### config.mk
export PLATFORM = sky130hd
export DESIGN_NAME = alarm_match_interrupt
export DESIGN_NICKNAME = d
export VERILOG_FILES = /design/src/design/rtc_alarm_pkg.sv /design/src/design/alarm_match_interrupt.sv
export SDC_FILE = /design/constraint.sdc
export NUM_CORES = 1
export LEC_CHECK = 0
export ABC_AREA = 0
export ABC_CLOCK_PERIOD_IN_PS = 2600
export BUFFER_PORTS_ARGS = -buffer_cell sky130_fd_sc_hd__buf_4
export CAP_MARGIN = 30
export CELL_PAD_IN_SITES_DETAIL_PLACEMENT = 0
export CELL_PAD_IN_SITES_GLOBAL_PLACEMENT = 1
export CORE_ASPECT_RATIO = 0.7
export CORE_MARGIN = 2
export CORE_UTILIZATION = 39
export DETAILED_ROUTE_END_ITERATION = 7
export PLACE_DENSITY = 0.9
export SLEW_MARGIN = 20
export SYNTH_ARGS = -nofsm -noshare
export SYNTH_HDL_FRONTEND = slang
export SYNTH_SLANG_ARGS = --single-unit
### constraint.sdc
create_clock -name sys_clk -period 2.6 [get_ports sys_clk]
set_input_delay 0.26 -clock sys_clk [delete_from_list [all_inputs] [get_ports sys_clk]]
set_output_delay 0.26 -clock sys_clk [all_outputs]
set_load 0.02 [all_outputs]
### src/design/rtc_alarm_pkg.sv
package rtc_alarm_pkg;
   // register indices; the byte address is four times the index
   localparam logic [5:0] IDX_CLOCK_MM = 6'h01;
   localparam logic [5:0] IDX_CLOCK_HOUR = 6'h02;
   localparam logic [5:0] IDX_CLOCK_WEEKDAY = 6'h03;
   localparam logic [5:0] IDX_CLOCK_DATE = 6'h04;
   localparam logic [5:0] IDX_ALARM_MM = 6'h08;
   localparam logic [5:0] IDX_ALARM_HOUR = 6'h09;
   localparam logic [5:0] IDX_ALARM_WD = 6'h0a;
   localparam logic [5:0] IDX_FUNC_SEL = 6'h0d;
   localparam logic [5:0] IDX_EVENT_FLAGS = 6'h0e;
   localparam logic [5:0] IDX_INT_CTRL = 6'h0f;
   localparam logic [5:0] IDX_IRQ_STATUS = 6'h10;
   localparam logic [5:0] IDX_IRQ_MASK = 6'h11;
   // word index position inside a byte address
   localparam int unsigned IDX_LSB = 2;
   localparam int unsigned IDX_MSB = 7;
   // field positions
   localparam int unsigned BIT_CMP_DISABLE = 7;
   localparam int unsigned BIT_TARGET_SEL = 6;
   localparam int unsigned BIT_ALARM_FLAG = 3;
   localparam int unsigned BIT_ALARM_EN = 3;
   localparam int unsigned BIT_CLOCK_HALT = 1;
   localparam int unsigned BIT_IRQ_ALARM = 0;
   // bcd and weekday field widths
   localparam int unsigned MIN_W = 7;
   localparam int unsigned HOUR_W = 6;
   localparam int unsigned DATE_W = 6;
   localparam int unsigned WEEK_W = 7;
   // reset values
   localparam logic [7:0] ALARM_RST = 8'h00;
   localparam logic [7:0] CTRL_RST = 8'h00;
   localparam logic [7:0] ZERO_BYTE = 8'h00;
   // axi responses
   localparam logic [1:0] RESP_OKAY = 2'h0;
   localparam logic [1:0] RESP_SLVERR = 2'h2;
endpackage

### src/design/alarm_match_interrupt.sv
`timescale 1ns/100ps
// Functional notes
// - alarm event when enabled fields equal time
// - event only when counters advance into match
// - event sets flag, held until zero written
// - writing one to flag does nothing
// - enabled event pulls interrupt low, no timeout
// - enable cleared releases interrupt at once
// - flag cleared releases interrupt immediately
// - while flag set, pin follows enable
// - disabled event sets flag, pin stays released
// - pin shared with other interrupt sources
// - clock halt blocks all alarm events
// - target select picks weekday or date compare
// - weekday mode bits six..zero select days
// - bit seven excludes that register from compare
// - all fields disabled gives event every minute
// - bcd field weights match time counters
module alarm_match_interrupt #(
   parameter int unsigned ADDR_W = 8 // axi address width, at least 8
) (
   input wire logic sys_clk,
   input wire logic rst,
   input wire logic [ADDR_W-1:0] s_axi_awaddr,
   input wire logic [2:0] s_axi_awprot,
   input wire logic s_axi_awvalid,
   output logic s_axi_awready,
   input wire logic [31:0] s_axi_wdata,
   input wire logic [3:0] s_axi_wstrb,
   input wire logic s_axi_wvalid,
   output logic s_axi_wready,
   output logic [1:0] s_axi_bresp,
   output logic s_axi_bvalid,
   input wire logic s_axi_bready,
   input wire logic [ADDR_W-1:0] s_axi_araddr,
   input wire logic [2:0] s_axi_arprot,
   input wire logic s_axi_arvalid,
   output logic s_axi_arready,
   output logic [31:0] s_axi_rdata,
   output logic [1:0] s_axi_rresp,
   output logic s_axi_rvalid,
   input wire logic s_axi_rready,
   input wire logic [7:0] cur_minute, // bcd minute from the time counters
   input wire logic [7:0] cur_hour, // bcd hour
   input wire logic [7:0] cur_weekday, // one-hot weekday
   input wire logic [7:0] cur_date, // bcd date
   input wire logic other_irq_req, // low request of the other sources
   output logic irq_n_out, // open-drain level, always low
   output logic irq_n_oe, // high while the pin is pulled low
   output logic irq // level interrupt to the local system
);

   // decoded word index of a byte address
   function automatic logic [5:0] word_idx(input logic [ADDR_W-1:0] a);
      word_idx = a[rtc_alarm_pkg::IDX_MSB:rtc_alarm_pkg::IDX_LSB];
   endfunction

   // true for any index that holds a register
   function automatic logic is_mapped(input logic [5:0] idx);
      case (idx)
         rtc_alarm_pkg::IDX_CLOCK_MM, rtc_alarm_pkg::IDX_CLOCK_HOUR,
         rtc_alarm_pkg::IDX_CLOCK_WEEKDAY, rtc_alarm_pkg::IDX_CLOCK_DATE,
         rtc_alarm_pkg::IDX_ALARM_MM, rtc_alarm_pkg::IDX_ALARM_HOUR,
         rtc_alarm_pkg::IDX_ALARM_WD, rtc_alarm_pkg::IDX_FUNC_SEL,
         rtc_alarm_pkg::IDX_EVENT_FLAGS, rtc_alarm_pkg::IDX_INT_CTRL,
         rtc_alarm_pkg::IDX_IRQ_STATUS, rtc_alarm_pkg::IDX_IRQ_MASK: is_mapped = 1'b1;
         default: is_mapped = 1'b0;
      endcase
   endfunction

   // write channel holding state
   logic aw_hold_q; // address taken, waiting for data
   logic [5:0] aw_idx_q; // index of the pending write
   logic w_hold_q; // data taken, waiting for address
   logic [7:0] w_byte_q; // low byte of the pending write
   logic w_lane_q; // low byte lane enabled
   logic bvalid_q; // write response pending
   logic [1:0] bresp_q; // write response code
   logic rvalid_q; // read response pending
   logic [31:0] rdata_q; // read data
   logic [1:0] rresp_q; // read response code
   logic wr_fire; // both halves present, commit the write
   logic [7:0] rd_mux; // read value of the addressed register
   logic [5:0] rd_idx; // index of the incoming read

   // stored registers
   logic [7:0] alarm_mm_q;
   logic [7:0] alarm_hour_q;
   logic [7:0] alarm_wd_q;
   logic [7:0] func_sel_q;
   logic [7:0] int_ctrl_q;
   logic alarm_event_flag_q; // sticky alarm flag
   logic irq_status_q; // sticky status of the local interrupt
   logic irq_mask_q; // local interrupt mask
   // time change detection
   logic [7:0] minute_seen_q; // minute value of the previous cycle
   logic time_valid_q; // a previous minute has been captured
   // alarm datapath
   logic minute_changed; // counters advanced this cycle
   logic min_ok, hour_ok, day_ok, alarm_match, alarm_event;
   logic alarm_interrupt_enable, alarm_target_select, clock_halt;
   logic wr_flags, wr_flag_clear, wr_status_clear;

   assign wr_fire = aw_hold_q & w_hold_q;
   assign s_axi_awready = ~aw_hold_q & ~bvalid_q;
   assign s_axi_wready = ~w_hold_q & ~bvalid_q;
   assign s_axi_bvalid = bvalid_q;
   assign s_axi_bresp = bresp_q;
   assign s_axi_arready = ~rvalid_q;
   assign s_axi_rvalid = rvalid_q;
   assign s_axi_rdata = rdata_q;
   assign s_axi_rresp = rresp_q;
   assign rd_idx = word_idx(s_axi_araddr);

   // write address and data are taken in either order
   always_ff @(posedge sys_clk or posedge rst) begin
      if (rst) begin
         aw_hold_q <= 1'b0;
         aw_idx_q <= 6'h00;
         w_hold_q <= 1'b0;
         w_byte_q <= rtc_alarm_pkg::ZERO_BYTE;
         w_lane_q <= 1'b0;
      end else if (wr_fire) begin
         aw_hold_q <= 1'b0;
         w_hold_q <= 1'b0;
      end else begin
         if (s_axi_awvalid && s_axi_awready) begin
            aw_hold_q <= 1'b1;
            aw_idx_q <= word_idx(s_axi_awaddr);
         end
         if (s_axi_wvalid && s_axi_wready) begin
            w_hold_q <= 1'b1;
            w_byte_q <= s_axi_wdata[7:0];
            w_lane_q <= s_axi_wstrb[0];
         end
      end
   end

   // write response, error for an unmapped index
   always_ff @(posedge sys_clk or posedge rst) begin
      if (rst) begin
         bvalid_q <= 1'b0;
         bresp_q <= rtc_alarm_pkg::RESP_OKAY;
      end else if (wr_fire) begin
         bvalid_q <= 1'b1;
         bresp_q <= is_mapped(aw_idx_q) ? rtc_alarm_pkg::RESP_OKAY : rtc_alarm_pkg::RESP_SLVERR;
      end else if (s_axi_bready) begin
         bvalid_q <= 1'b0;
      end
   end

   // read value of each register, reserved bits zero
   always_comb begin
      rd_mux = rtc_alarm_pkg::ZERO_BYTE;
      case (rd_idx)
         rtc_alarm_pkg::IDX_CLOCK_MM: rd_mux = cur_minute;
         rtc_alarm_pkg::IDX_CLOCK_HOUR: rd_mux = cur_hour;
         rtc_alarm_pkg::IDX_CLOCK_WEEKDAY: rd_mux = cur_weekday;
         rtc_alarm_pkg::IDX_CLOCK_DATE: rd_mux = cur_date;
         rtc_alarm_pkg::IDX_ALARM_MM: rd_mux = alarm_mm_q;
         rtc_alarm_pkg::IDX_ALARM_HOUR: rd_mux = alarm_hour_q;
         rtc_alarm_pkg::IDX_ALARM_WD: rd_mux = alarm_wd_q;
         rtc_alarm_pkg::IDX_FUNC_SEL: rd_mux = func_sel_q;
         rtc_alarm_pkg::IDX_EVENT_FLAGS: rd_mux[rtc_alarm_pkg::BIT_ALARM_FLAG] = alarm_event_flag_q;
         rtc_alarm_pkg::IDX_INT_CTRL: rd_mux = int_ctrl_q;
         rtc_alarm_pkg::IDX_IRQ_STATUS: rd_mux[rtc_alarm_pkg::BIT_IRQ_ALARM] = irq_status_q;
         rtc_alarm_pkg::IDX_IRQ_MASK: rd_mux[rtc_alarm_pkg::BIT_IRQ_ALARM] = irq_mask_q;
         default: rd_mux = rtc_alarm_pkg::ZERO_BYTE;
      endcase
   end

   // read channel, one cycle after the address is taken
   always_ff @(posedge sys_clk or posedge rst) begin
      if (rst) begin
         rvalid_q <= 1'b0;
         rdata_q <= 32'h0000_0000;
         rresp_q <= rtc_alarm_pkg::RESP_OKAY;
      end else if (s_axi_arvalid && s_axi_arready) begin
         rvalid_q <= 1'b1;
         rdata_q <= {24'h00_0000, rd_mux};
         rresp_q <= is_mapped(rd_idx) ? rtc_alarm_pkg::RESP_OKAY : rtc_alarm_pkg::RESP_SLVERR;
      end else if (s_axi_rready) begin
         rvalid_q <= 1'b0;
      end
   end

   // alarm and control registers, written on byte lane zero
   always_ff @(posedge sys_clk or posedge rst) begin
      if (rst) begin
         alarm_mm_q <= rtc_alarm_pkg::ALARM_RST;
         alarm_hour_q <= rtc_alarm_pkg::ALARM_RST;
         alarm_wd_q <= rtc_alarm_pkg::ALARM_RST;
         func_sel_q <= rtc_alarm_pkg::CTRL_RST;
         int_ctrl_q <= rtc_alarm_pkg::CTRL_RST;
         irq_mask_q <= 1'b0;
      end else if (wr_fire && w_lane_q) begin
         case (aw_idx_q)
            rtc_alarm_pkg::IDX_ALARM_MM: alarm_mm_q <= w_byte_q;
            rtc_alarm_pkg::IDX_ALARM_HOUR: alarm_hour_q <= w_byte_q;
            rtc_alarm_pkg::IDX_ALARM_WD: alarm_wd_q <= w_byte_q;
            rtc_alarm_pkg::IDX_FUNC_SEL: func_sel_q <= w_byte_q;
            rtc_alarm_pkg::IDX_INT_CTRL: int_ctrl_q <= w_byte_q;
            rtc_alarm_pkg::IDX_IRQ_MASK: irq_mask_q <= w_byte_q[rtc_alarm_pkg::BIT_IRQ_ALARM];
            default: ;
         endcase
      end
   end

   assign alarm_interrupt_enable = int_ctrl_q[rtc_alarm_pkg::BIT_ALARM_EN];
   assign clock_halt = int_ctrl_q[rtc_alarm_pkg::BIT_CLOCK_HALT];
   assign alarm_target_select = func_sel_q[rtc_alarm_pkg::BIT_TARGET_SEL];

   // field compares, each skipped when its disable bit is set
   assign min_ok = alarm_mm_q[rtc_alarm_pkg::BIT_CMP_DISABLE] |
      (alarm_mm_q[rtc_alarm_pkg::MIN_W-1:0] == cur_minute[rtc_alarm_pkg::MIN_W-1:0]);
   assign hour_ok = alarm_hour_q[rtc_alarm_pkg::BIT_CMP_DISABLE] |
      (alarm_hour_q[rtc_alarm_pkg::HOUR_W-1:0] == cur_hour[rtc_alarm_pkg::HOUR_W-1:0]);
   // date compare or any selected weekday
   assign day_ok = alarm_wd_q[rtc_alarm_pkg::BIT_CMP_DISABLE] |
      (alarm_target_select ?
       (alarm_wd_q[rtc_alarm_pkg::DATE_W-1:0] == cur_date[rtc_alarm_pkg::DATE_W-1:0]) :
       (|(alarm_wd_q[rtc_alarm_pkg::WEEK_W-1:0] &
          cur_weekday[rtc_alarm_pkg::WEEK_W-1:0])));
   assign alarm_match = min_ok & hour_ok & day_ok;

   // previous minute, so a match counts only on a counter advance
   always_ff @(posedge sys_clk or posedge rst) begin
      if (rst) begin
         minute_seen_q <= rtc_alarm_pkg::ZERO_BYTE;
         time_valid_q <= 1'b0;
      end else begin
         minute_seen_q <= cur_minute;
         time_valid_q <= 1'b1;
      end
   end

   // any hour or date step carries a minute step, so it suffices
   assign minute_changed = time_valid_q & (cur_minute != minute_seen_q);
   assign alarm_event = alarm_match & minute_changed & ~clock_halt;

   // flag writes: only a zero clears, a one is ignored
   assign wr_flags = wr_fire & w_lane_q & (aw_idx_q == rtc_alarm_pkg::IDX_EVENT_FLAGS);
   assign wr_flag_clear = wr_flags & ~w_byte_q[rtc_alarm_pkg::BIT_ALARM_FLAG];
   assign wr_status_clear = wr_fire & w_lane_q & (aw_idx_q == rtc_alarm_pkg::IDX_IRQ_STATUS) &
      w_byte_q[rtc_alarm_pkg::BIT_IRQ_ALARM];

   // sticky alarm flag, a new event wins over a clear
   always_ff @(posedge sys_clk or posedge rst) begin
      if (rst) begin
         alarm_event_flag_q <= 1'b0;
      end else if (alarm_event) begin
         alarm_event_flag_q <= 1'b1;
      end else if (wr_flag_clear) begin
         alarm_event_flag_q <= 1'b0;
      end
   end

   // local interrupt status, write one to clear, set wins
   always_ff @(posedge sys_clk or posedge rst) begin
      if (rst) begin
         irq_status_q <= 1'b0;
      end else if (alarm_event) begin
         irq_status_q <= 1'b1;
      end else if (wr_status_clear) begin
         irq_status_q <= 1'b0;
      end
   end

   // open-drain pin: alarm follows flag and enable, plus others
   assign irq_n_out = 1'b0;
   assign irq_n_oe = (alarm_event_flag_q & alarm_interrupt_enable) |
      other_irq_req;
   assign irq = irq_status_q & irq_mask_q;

   // alarm event always lands in the flag
   AST_EVENT_SETS_FLAG: assert property (@(posedge sys_clk) disable iff (rst)
      alarm_event |=> alarm_event_flag_q)
      else $error("alarm event did not set the flag");

   // flag holds until a zero write
   AST_FLAG_HOLDS: assert property (@(posedge sys_clk) disable iff (rst)
      alarm_event_flag_q && !wr_flag_clear |=> alarm_event_flag_q)
      else $error("alarm flag dropped without a clearing write");

   // a one written to the flag leaves it as it was, set or clear
   AST_WRITE_ONE_IGNORED: assert property (@(posedge sys_clk) disable iff (rst)
      wr_flags && w_byte_q[rtc_alarm_pkg::BIT_ALARM_FLAG] && !alarm_event
      |=> alarm_event_flag_q == $past(alarm_event_flag_q))
      else $error("writing one changed the alarm flag");

   // enabled and flagged, the pin is still low eight cycles after the event
   AST_PIN_HELD_LOW: assert property (@(posedge sys_clk) disable iff (rst)
      alarm_event && alarm_interrupt_enable ##1 (alarm_interrupt_enable && !wr_flag_clear)[*8]
      |-> irq_n_oe)
      else $error("enabled alarm released the pin on its own");

   // enable cleared releases the pin in the same cycle
   AST_RELEASE_ON_ENABLE: assert property (@(posedge sys_clk) disable iff (rst)
      $fell(alarm_interrupt_enable) && !other_irq_req |-> !irq_n_oe)
      else $error("pin still low after enable cleared");

   // flag cleared releases the pin in the same cycle
   AST_RELEASE_ON_FLAG: assert property (@(posedge sys_clk) disable iff (rst)
      $fell(alarm_event_flag_q) && !other_irq_req |-> !irq_n_oe)
      else $error("pin still low after flag cleared");

   // with the flag set the pin tracks the enable
   AST_PIN_TRACKS_ENABLE: assert property (@(posedge sys_clk) disable iff (rst)
      alarm_event_flag_q && !other_irq_req |-> (irq_n_oe == alarm_interrupt_enable))
      else $error("pin does not follow the enable while flagged");

   // disabled event sets the flag but leaves the pin alone
   AST_DISABLED_EVENT: assert property (@(posedge sys_clk) disable iff (rst)
      alarm_event && !alarm_interrupt_enable ##1 !alarm_interrupt_enable && !other_irq_req
      |-> alarm_event_flag_q && !irq_n_oe)
      else $error("disabled alarm drove the pin");

   // another source may hold the pin low
   AST_OTHER_SOURCE: assert property (@(posedge sys_clk) disable iff (rst)
      other_irq_req |-> irq_n_oe && !irq_n_out)
      else $error("other request not seen on the pin");

   // halted clock gives no events
   AST_HALT_BLOCKS: assert property (@(posedge sys_clk) disable iff (rst)
      clock_halt |-> !alarm_event)
      else $error("alarm event while the clock is halted");

   // no advance of the minute, no event
   AST_NO_EVENT_WITHOUT_ADVANCE: assert property (@(posedge sys_clk) disable iff (rst)
      $stable(cur_minute) |-> !alarm_event)
      else $error("alarm event without a counter advance");

   // all compares disabled fires on every minute step
   AST_EVERY_MINUTE: assert property (@(posedge sys_clk) disable iff (rst)
      alarm_mm_q[rtc_alarm_pkg::BIT_CMP_DISABLE] && alarm_hour_q[rtc_alarm_pkg::BIT_CMP_DISABLE]
      && alarm_wd_q[rtc_alarm_pkg::BIT_CMP_DISABLE] && !clock_halt && time_valid_q
      && !$stable(cur_minute) |-> alarm_event)
      else $error("fully masked alarm missed a minute");

   // weekday mode matches any selected day
   AST_WEEKDAY_MATCH: assert property (@(posedge sys_clk) disable iff (rst)
      !alarm_target_select && !alarm_wd_q[rtc_alarm_pkg::BIT_CMP_DISABLE]
      |-> (day_ok == |(alarm_wd_q[rtc_alarm_pkg::WEEK_W-1:0] &
                       cur_weekday[rtc_alarm_pkg::WEEK_W-1:0])))
      else $error("weekday compare disagrees with the selected days");

   // scenario coverage
   COV_ENABLED_ALARM: cover property (@(posedge sys_clk) disable iff (rst)
      alarm_event && alarm_interrupt_enable ##1 irq_n_oe);
   COV_DATE_ALARM: cover property (@(posedge sys_clk) disable iff (rst)
      alarm_event && alarm_target_select);
   COV_CLEAR_RELEASE: cover property (@(posedge sys_clk) disable iff (rst)
      alarm_event_flag_q && alarm_interrupt_enable ##1 !alarm_event_flag_q);
   COV_SET_OVER_CLEAR: cover property (@(posedge sys_clk) disable iff (rst)
      alarm_event && wr_flag_clear);

endmodule

== Word-level counts from Yosys, hierarchy flattened ==
Memories as Yosys holds them, arrays and structs flattened.
Index checks and enable logic that the tools add are counted.

* Equality and inequality tests: 24
* Magnitude comparators: 0
* Multipliers: 0
* Shift-type cells: 0
* Add/sub/neg operators: 0
* Bitwise operators: 27
* Multiplexer cells: 23
* Divide/modulo/power cells: 0
* Reduce and logical (&&, ||, !) cells: 19

{| class="wikitable"
|+ Operator list
! cell !! count
|-
| $eq A6 B4 Y1 const B || 12
|-
| $pmux W4 S9 || 1
|-
| $eq A6 B5 Y1 const B || 4
|-
| $pmux W2 S9 || 1
|-
| $mux W1 || 17
|-
| $reduce_and A2 Y1 || 8
|-
| $and A1 B1 Y1 || 15
|-
| $eq A6 B2 Y1 const B || 2
|-
| $eq A6 B6 Y1 || 2
|-
| $reduce_bool A2 Y1 || 6
|-
| $pmux W1 S11 || 1
|-
| $pmux W1 S10 || 1
|-
| $ne A8 B8 Y1 || 1
|-
| $and A7 B7 Y7 || 1
|-
| $eq A7 B7 Y1 || 1
|-
| $not A1 Y1 || 7
|-
| $reduce_or A7 Y1 || 1
|-
| $eq A6 B1 Y1 const B || 1
|-
| $eq A6 B3 Y1 const B || 1
|-
| $logic_and A1 B1 Y1 || 4
|-
| $mux W2 || 2
|-
| $or A1 B1 Y1 || 4
|}

* Memory bits (read-only): 64
* Register bits: 83
* Bits in writable memories: 0
* Latch bits: 0
* Word-level logic and storage cells: 115
* Output and inout bits: 44
* Input bits: 98
* Memories: 2

{| class="wikitable"
|+ Memory list
! memory !! depth !! bits a word !! rd ports !! clocked after memory_dff !! write ports !! line !! text
|-
| (name not given) || 32 || 1 || 1 || 0 || 0 || alarm_match_interrupt.sv:60 || <nowiki>case (idx)</nowiki>
|-
| (name not given) || 32 || 1 || 1 || 0 || 0 || alarm_match_interrupt.sv:60 ||
|}

== Logic depth before layout (Yosys ltp) ==
Gate-level depths: netlist (run 1).

* Depth in word-level cells: 8
* Mapped depth: 7
* Gate-level depth less buffers: 5

== Least setup slack after synthesis (run 1) ==
Ideal clock, no wire load.

* Path type: flip-flop to flip-flop
* Start: register bvalid_q (netlist: s_axi_bvalid)
* End: register w_byte_q[0]
* Arrival time: 1675 ps
* Library setup time: 125 ps
* Buffers on the path: 1
* Cell stages (with the launch flop): 5
* Required time: 2475 ps
* Clock period less this slack: 1800 ps
* Setup slack: 800 ps
* Cells stage by stage: dfrtp_1 nor2_1 and2_1 clkbuf_1 mux2_2

* Word-level cells in the longest chain between the ends: 4

{| class="wikitable"
|+ Ends and longest elaborated chain
! item !! line !! text
|-
| from (decl) || alarm_match_interrupt.sv:77 || <nowiki>logic bvalid_q;</nowiki>
|-
| from (signal assigned) || alarm_match_interrupt.sv:142 || <nowiki>bvalid_q <= 1'b0;</nowiki>
|-
| from (signal assigned) || alarm_match_interrupt.sv:145 || <nowiki>bvalid_q <= 1'b1;</nowiki>
|-
| from (signal assigned) || alarm_match_interrupt.sv:148 || <nowiki>bvalid_q <= 1'b0;</nowiki>
|-
| $not A1 Y1 || alarm_match_interrupt.sv:106 || <nowiki>assign s_axi_wready = ~w_hold_q & ~bvalid_q;</nowiki>
|-
| $and A1 B1 Y1 || alarm_match_interrupt.sv:106 ||
|-
| net s_axi_wready || alarm_match_interrupt.sv:31 || <nowiki>output logic s_axi_wready,</nowiki>
|-
| $logic_and A1 B1 Y1 || alarm_match_interrupt.sv:131 || <nowiki>if (s_axi_wvalid && s_axi_wready) begin</nowiki>
|-
| $reduce_and A2 Y1 (no source line) || - ||
|-
| to (signal assigned) || alarm_match_interrupt.sv:121 || <nowiki>w_byte_q <= rtc_alarm_pkg::ZERO_BYTE;</nowiki>
|-
| to (signal assigned) || alarm_match_interrupt.sv:133 || <nowiki>w_byte_q <= s_axi_wdata[7:0];</nowiki>
|-
| to (decl) || alarm_match_interrupt.sv:75 || <nowiki>logic [7:0] w_byte_q;</nowiki>
|}

The timed path passes the listed nets, and every way through them passes these cells.
A chain may end at the register's enable or synchronous reset.

== Worst setup path after layout (run 1) ==
* Start: register w_hold_q
* End: register alarm_hour_q[5]

* Word-level cells in the longest chain between the ends: 3

{| class="wikitable"
|+ Ends and longest elaborated chain
! item !! line !! text
|-
| from (decl) || alarm_match_interrupt.sv:74 || <nowiki>logic w_hold_q;</nowiki>
|-
| from (signal assigned) || alarm_match_interrupt.sv:120 || <nowiki>w_hold_q <= 1'b0;</nowiki>
|-
| from (signal assigned) || alarm_match_interrupt.sv:125 || <nowiki>w_hold_q <= 1'b0;</nowiki>
|-
| from (signal assigned) || alarm_match_interrupt.sv:132 || <nowiki>w_hold_q <= 1'b1;</nowiki>
|-
| $and A1 B1 Y1 || alarm_match_interrupt.sv:104 || <nowiki>assign wr_fire = aw_hold_q & w_hold_q;</nowiki>
|-
| $logic_and A1 B1 Y1 || alarm_match_interrupt.sv:196 || <nowiki>end else if (wr_fire && w_lane_q) begin</nowiki>
|-
| $reduce_and A2 Y1 (no source line) || - ||
|-
| to (signal assigned) || alarm_match_interrupt.sv:191 || <nowiki>alarm_hour_q <= rtc_alarm_pkg::ALARM_RST;</nowiki>
|-
| to (signal assigned) || alarm_match_interrupt.sv:199 || <nowiki>rtc_alarm_pkg::IDX_ALARM_HOUR: alarm_hour_q <= w_byte_q;</nowiki>
|-
| to (decl) || alarm_match_interrupt.sv:88 || <nowiki>logic [7:0] alarm_hour_q;</nowiki>
|}

No other way between the ends.

==> metrics.cfg, run 1 <==
[critical_path]
critPathKind=reg2reg
slowest_delay_ps=440
cp-end-kind=register
crit_path_start_kind=register
crit_family=simple AND/OR/NAND/NOR gates
cp_max_fo=8
crit_arrival_ps=2250
crit_path_top_delay_cell=dfrtp_1
crit_required_ps=2830
crit_chain=nand2_1 > nor2_1 > nor4b_4 > nand2b_1 > mux2_2
path_buf_inv=0

[synthesis]
ys_seq_area_share_pct=45.4
synth_top_area_share_pct=45.4
synth_edf_count=0
synthMuxAreaShare_pct=18.5
synthTopCellsByArea=dfrtp_1 45%, mux2_2 15%, buf_4 4.7%
synth_area_mm2=0.00447
synth_top_family_by_area=multiplexers
yosysTopAreaCell=dfrtp_1
synthXorXnorAreaFrac_pct=5.29
ys_ff_latch=81
yosysWarnings=0
ys.flop_type=dfrtp_1
synthCells=397
yosys.area_share.adder_pct=0
ys_types=62
postSynthAreaPerCell_um2=11.3
synth-simple-area-share_pct=11.8
synthArstFlopShare_pct=100
synth_compound_area_share_pct=12.2

[clocking]
clk_latency_ps=350
post_cts_buffers=0
cts_sinks=81
htreeDepth=3
clk_path_buf_depth=2
cts_buffers=9
cts_tree=built
clk_pin_slew_ps=70
cts_root_buffer=clkbuf_16
ctsHoldBuffers=0
cts.repair.resized=0

[place]
hpwl_mm=9.18
place_inst=611
gp_congestion=0.888
io_buffers=77

[flow_run]
max_cap_violations=0

[drt]
ant_nets=0
finalWirelength_mm=12.4
wl_per_cell_um=19.8
dr.pass1.iters=5
initialDrtViolationCount=255
drc=0
via_count=3387
avgViaCountPerCell=5.40

[timing]
max_freq_mhz=494
tightest_slew_ps=664
tns_ps=0
timing.final.crit_period_ps=2030
slew_headroom_pct=55.6
hold_viol=0
finalCritPeriodShare_pct=77.9
rsz0062_at_grt=no
drv_slew=0
setup_violations=0
clock_skew_ps=6.32

[power_and_ir_drop]
clkPwrFrac_pct=30.5
p_sw_mw=1.54
pwr-share-seq_pct=44.2
power_density_mw_per_mm2=848
ir_drop_v=0.000379
leakage_nw=2.54
p_int_mw=3.05
p_comb_share_pct=25.4
power.share.switching_pct=33.5
total_power_mw=4.58

[layout]
antennaDiodeCount=0
final_cells=627
syn_to_final_growth_pct=21.1
drive_above_1_share_pct=35.2
utilization_pct=48.8
nNetsFinal=567

[grt]
grt_start_max_net_pins=55
track_usage_pct=20.7
grt_pass1_vias=3358
antenna_found_initial=0
grt_overflow=0
grt_pass1_wl_mm=19.2

[worst_hold_path]
min_path_type=in2async

[floorplanning]
ioPinCount=142
start_util_pct=40.3
die_w_um=132
fp.coreArea_mm2=0.0111
rows=32
die_area_mm2=0.0123
die_h_um=93.5

[run_status]
status=finished, final reports clean

synthesized netlist by cell type, drive strengths merged (2+ instances only):
library cell,instances
or4b,2
o211ai,2
nor3,5
nand3b,2
mux2i,15
nor4b,2
or2,2
a21oi,5
a32oi,4
mux2,60
clkbuf,7
xnor2,13
o32a,2
o21ai,14
dfrtp,81
nand2b,5
a31oi,8
nor4,5
a21o,6
nor2,19
conb,2
inv,4
buf,37
nor2b,8
o22ai,2
xor2,14
nand3,6
a22oi,8
a22o,7
and2,3
nand4,6
nand2,19
through the flow:
step	instance area [um^2]	hold slack [ps]	worst slack [ps]
2_1_floorplan	4560	291	260
3_3_place_gp	5080	382	537
3_5_place_dp	5080	398	569
4_1_cts	5410	28.1	586
5_1_grt	5410	49.9	464
6_report	5410	14.2	574
power groups by stage:
stage	sequential (mW)	clock [mW]	combinational, mW
floorplan	1.88	0	0.885
global placement	2.01	0	1.12
detailed placement	2.04	0	1.15
CTS	2.02	1.43	1.16
global route	2.08	1.48	1.26
finish	2.03	1.40	1.16
worst paths after layout:
kind,start,end,slack [ps],cells after the start
max in group asynchronous,rst,aw_idx_q[2]$_DFFE_PP0P_,1870,3
setup reg to reg,w_hold_q$_DFFE_PP0P_,alarm_hour_q[5]$_DFFE_PP0P_,570,5
hold reg to reg,s_axi_rdata[0]$_DFFE_PP0P_,s_axi_rdata[0]$_DFFE_PP0P_,480,2
hold / removal,rst,minute_seen_q[1]$_DFF_PP0_,10,2
min in group sys_clk,cur_minute[7],minute_seen_q[7]$_DFF_PP0_,50,1
setup / recovery,w_hold_q$_DFFE_PP0P_,alarm_hour_q[5]$_DFFE_PP0P_,570,5
cells in the final DEF (no fill, tap or decap), drive strengths merged, types with 6 or more instances in the layout:
master	instances
a21o	6
a22o	7
a22oi	8
a31oi	8
buf	79
clkbuf	9
conb	28
dfrtp	81
inv	6
mux2	60
mux2i	15
nand2	19
nand3	6
nand4	6
nor2	19
nor2b	8
o21ai	14
xnor2	13
xor2	14
cells by family after synthesis:
group,Yosys count
mux,75
buf+inv,48
compound gates,75
xor+xnor,27
simple gates,89
flops,81
other cells,2
layer usage:
metal	track usage, %	vias up	share of wire, %
li1	-	1547	-
met1	29.9	1678	48
met2	30.2	151	43
met3	6.07	11	8.0
met4	5.98	0	1.2
met5	0	-	0
registers in the layout, summed over array words and instances, names as in the netlist:
name                flops
w_byte_q                8
minute_seen_q           8
s_axi_bresp             1
alarm_wd_q              8
w_lane_q                1
int_ctrl_q              8
s_axi_rvalid            1
func_sel_q              8
s_axi_bvalid            1
irq_mask_q              1
alarm_hour_q            8
s_axi_rdata             8
irq_status_q            1
alarm_mm_q              8
time_valid_q            1
s_axi_rresp             1
aw_idx_q                6
aw_hold_q               1
alarm_event_flag_q      1
w_hold_q                1
layout make-up:
type	instances	area (um^2)
clock inverters	7	101
repair buffers	79	606
clock buffers	9	225
well taps	153	191
flip-flops and latches	81	2030
multi-input cells	294	2240
fillers	1019	5680
inverters	4	15.0
Power figures use the tool's default switching activity.
==> run 2: changes to the inputs <==
--- a/config.mk
+++ b/config.mk
@@ -6,7 +6,7 @@
 export NUM_CORES = 1
 export LEC_CHECK = 0
 export ABC_AREA = 0
-export ABC_CLOCK_PERIOD_IN_PS = 2600
+export ABC_CLOCK_PERIOD_IN_PS = 1900
 export BUFFER_PORTS_ARGS = -buffer_cell sky130_fd_sc_hd__buf_4
 export CAP_MARGIN = 30
 export CELL_PAD_IN_SITES_DETAIL_PLACEMENT = 0
==> constraint.sdc (replaced) <==
create_clock -name sys_clk -period 1.9 [get_ports sys_clk]
set_input_delay 0.19 -clock sys_clk [delete_from_list [all_inputs] [get_ports sys_clk]]
set_output_delay 0.19 -clock sys_clk [all_outputs]
set_load 0.02 [all_outputs]
==> run 2 against run 1 <==
  * Highest routed layer unchanged
  * Critical path type unchanged
  * Final area increased by 3.5%
  * Global-route usage decreased by 0.16 points
  * Final cell count increased by 3.3%
  * Clock skew decreased by 0.86 ps
  * Non-clock buffer count increased by 21
  * Via count increased by 3.0%
  * Clock power increased by 36%
==> metrics.cfg, run 2 (synthesis results as in run 1) <==
[critical_path]
cp_max_fo=8
reg2reg_to=alarm_wd_q[6]$_DFFE_PP0P_
r2r_cells=5
crit_required_ps=2120
rr_startpoint=aw_hold_q$_DFFE_PP0P_
cp-end-kind=register
reg2reg_slack_ps=70
crit_arrival_ps=2050
crit_path_start_kind=register
critPathKind=reg2reg

[timing]
clock_skew_ps=5.46
worst_hold_slack_ps=12.2
max_freq_mhz=546
setup_violations=0
rsz0062_at_grt=no
slew_headroom_pct=56.9
timing.final.crit_period_ps=1830
drv_slew=0
tns_ps=0
finalCritPeriodShare_pct=96.3
hold_viol=0
tightest_slew_ps=645

[layout]
final-seq-area_mm2=0.00203
most-common-layout-cells=93 x buf_4, 81 x dfrtp_1, 60 x mux2_2
syn_to_final_growth_pct=25.3
multi_input_area_mm2=0.00224
drive_above_1_share_pct=36.8
final.fill_count=1007
final_common_cell=buf_4
antennaDiodeCount=0
final_cells=648
final_area_mm2=0.00560
nNetsFinal=588
utilization_pct=50.5

[place]
gp_congestion=0.956
io_buffers=77
place_inst=627
placed_cell_area_mm2=0.00522
hpwl_mm=9.39

[clocking]
cts_buffers=9
htreeDepth=3
cts_root_buffer=clkbuf_16
cts_tree=built
cts.repair.resized=0
cts_sinks=81
post_cts_buffers=0
clk_pin_slew_ps=60
clk_path_buf_depth=2
clk_latency_ps=340

[drt]
via_count=3488
drc=0
dr.pass1.iters=4
wl_per_cell_um=19.1
finalWirelength_mm=12.4
initialDrtViolationCount=421
avgViaCountPerCell=5.38
ant_nets=0

[flow_run]
max_cap_violations=0

[grt]
grt_pass1_wl_mm=19.2
track_usage_pct=20.6
antenna_found_initial=0
grt_overflow=0
grt_start_max_net_pins=42
grt_pass1_vias=3442

[worst_hold_path]
hold_end=minute_seen_q[4]$_DFF_PP0_
worstHoldPathCells=1
hold_start=cur_minute[4]
min_path_type=in2reg

[power_and_ir_drop]
power_density_mw_per_mm2=1140
leakage_nw=2.64
ir_drop_v=0.000688

[floorplanning]
die_w_um=132
start_util_pct=40.3
die_area_mm2=0.0123
fp.coreArea_mm2=0.0111
die_h_um=93.5
rows=32
ioPinCount=142

[run_status]
status=finished, final reports clean

-- run 2: changes by cell type in the layout (fill, tap and decap cells not counted), sizes merged --
| cell | before | now |
|---|---|---|
| clkinv | 2 | 0 |
| clkinvlp | 1 | 2 |
| clkbuf | 9 | 11 |
| inv | 6 | 5 |
| dlygate4sd3 | 0 | 5 |
| buf | 79 | 95 |
-- run 2: worst max path at each step --
stage / startpoint / end / slack, ps / depth (start not counted)
finish: aw_hold_q$_DFFE_PP0P_ / alarm_wd_q[6]$_DFFE_PP0P_ / 70 / 5
global route: cur_minute[0] / irq_status_q$_DFFE_PP0P_ / 5 / 6
CTS: w_hold_q$_DFFE_PP0P_ / alarm_wd_q[6]$_DFFE_PP0P_ / 100 / 5
detailed placement: s_axi_araddr[3] / s_axi_rdata[3]$_DFFE_PP0P_ / 80 / 6
global placement: s_axi_araddr[3] / s_axi_rdata[3]$_DFFE_PP0P_ / 110 / 6
floorplan: s_axi_bvalid$_DFFE_PP0P_ / w_byte_q[0]$_DFFE_PP0P_ / 100 / 4
-- run 2: report_power, final --
group,internal (mW),switching [mW],total [mW]
Clock,1.20,0.713,1.91
Combinational,0.872,0.795,1.67
Sequential,2.18,0.596,2.78
-- run 2: cell type report --
class,instances,area share [%]
clock buffers,11,4.34
clock inverters,5,1.52
inverters,4,0.335
multi-input cells,294,40.1
flip-flops and latches,81,36.2
well taps,153,3.42
repair buffers,100,14.1
-- run 2: timing repair --
action                     4_1_cts  5_1_grt
hold buffers                     5        0
hold endpoints to repair        22        0
setup endpoints to repair        0        0
-- run 2: worst max-delay path: stages (launching register included) --
cell and delay (ps):
dfrtp_1 340, nand2_1 80, nor2_1 280, nor4b_4 340, nand3b_2 300, mux2_2 360
-- run 2: routing by layer --
metal,vias to the layer above,global-route usage (%),routed length [um]
met5,-,0,0
met4,0,5.80,150
met3,15,4.93,954
met2,124,30.5,5450
met1,1759,30.0,5800
li1,1590,-,-
-- run 2: through the flow --
stage,total power [mW],worst slack [ps]
6_report,6.35,69.7
2_1_floorplan,3.78,99.8
3_3_place_gp,4.35,111
3_5_place_dp,4.45,82.8
4_1_cts,6.37,99.3
5_1_grt,6.66,5.48
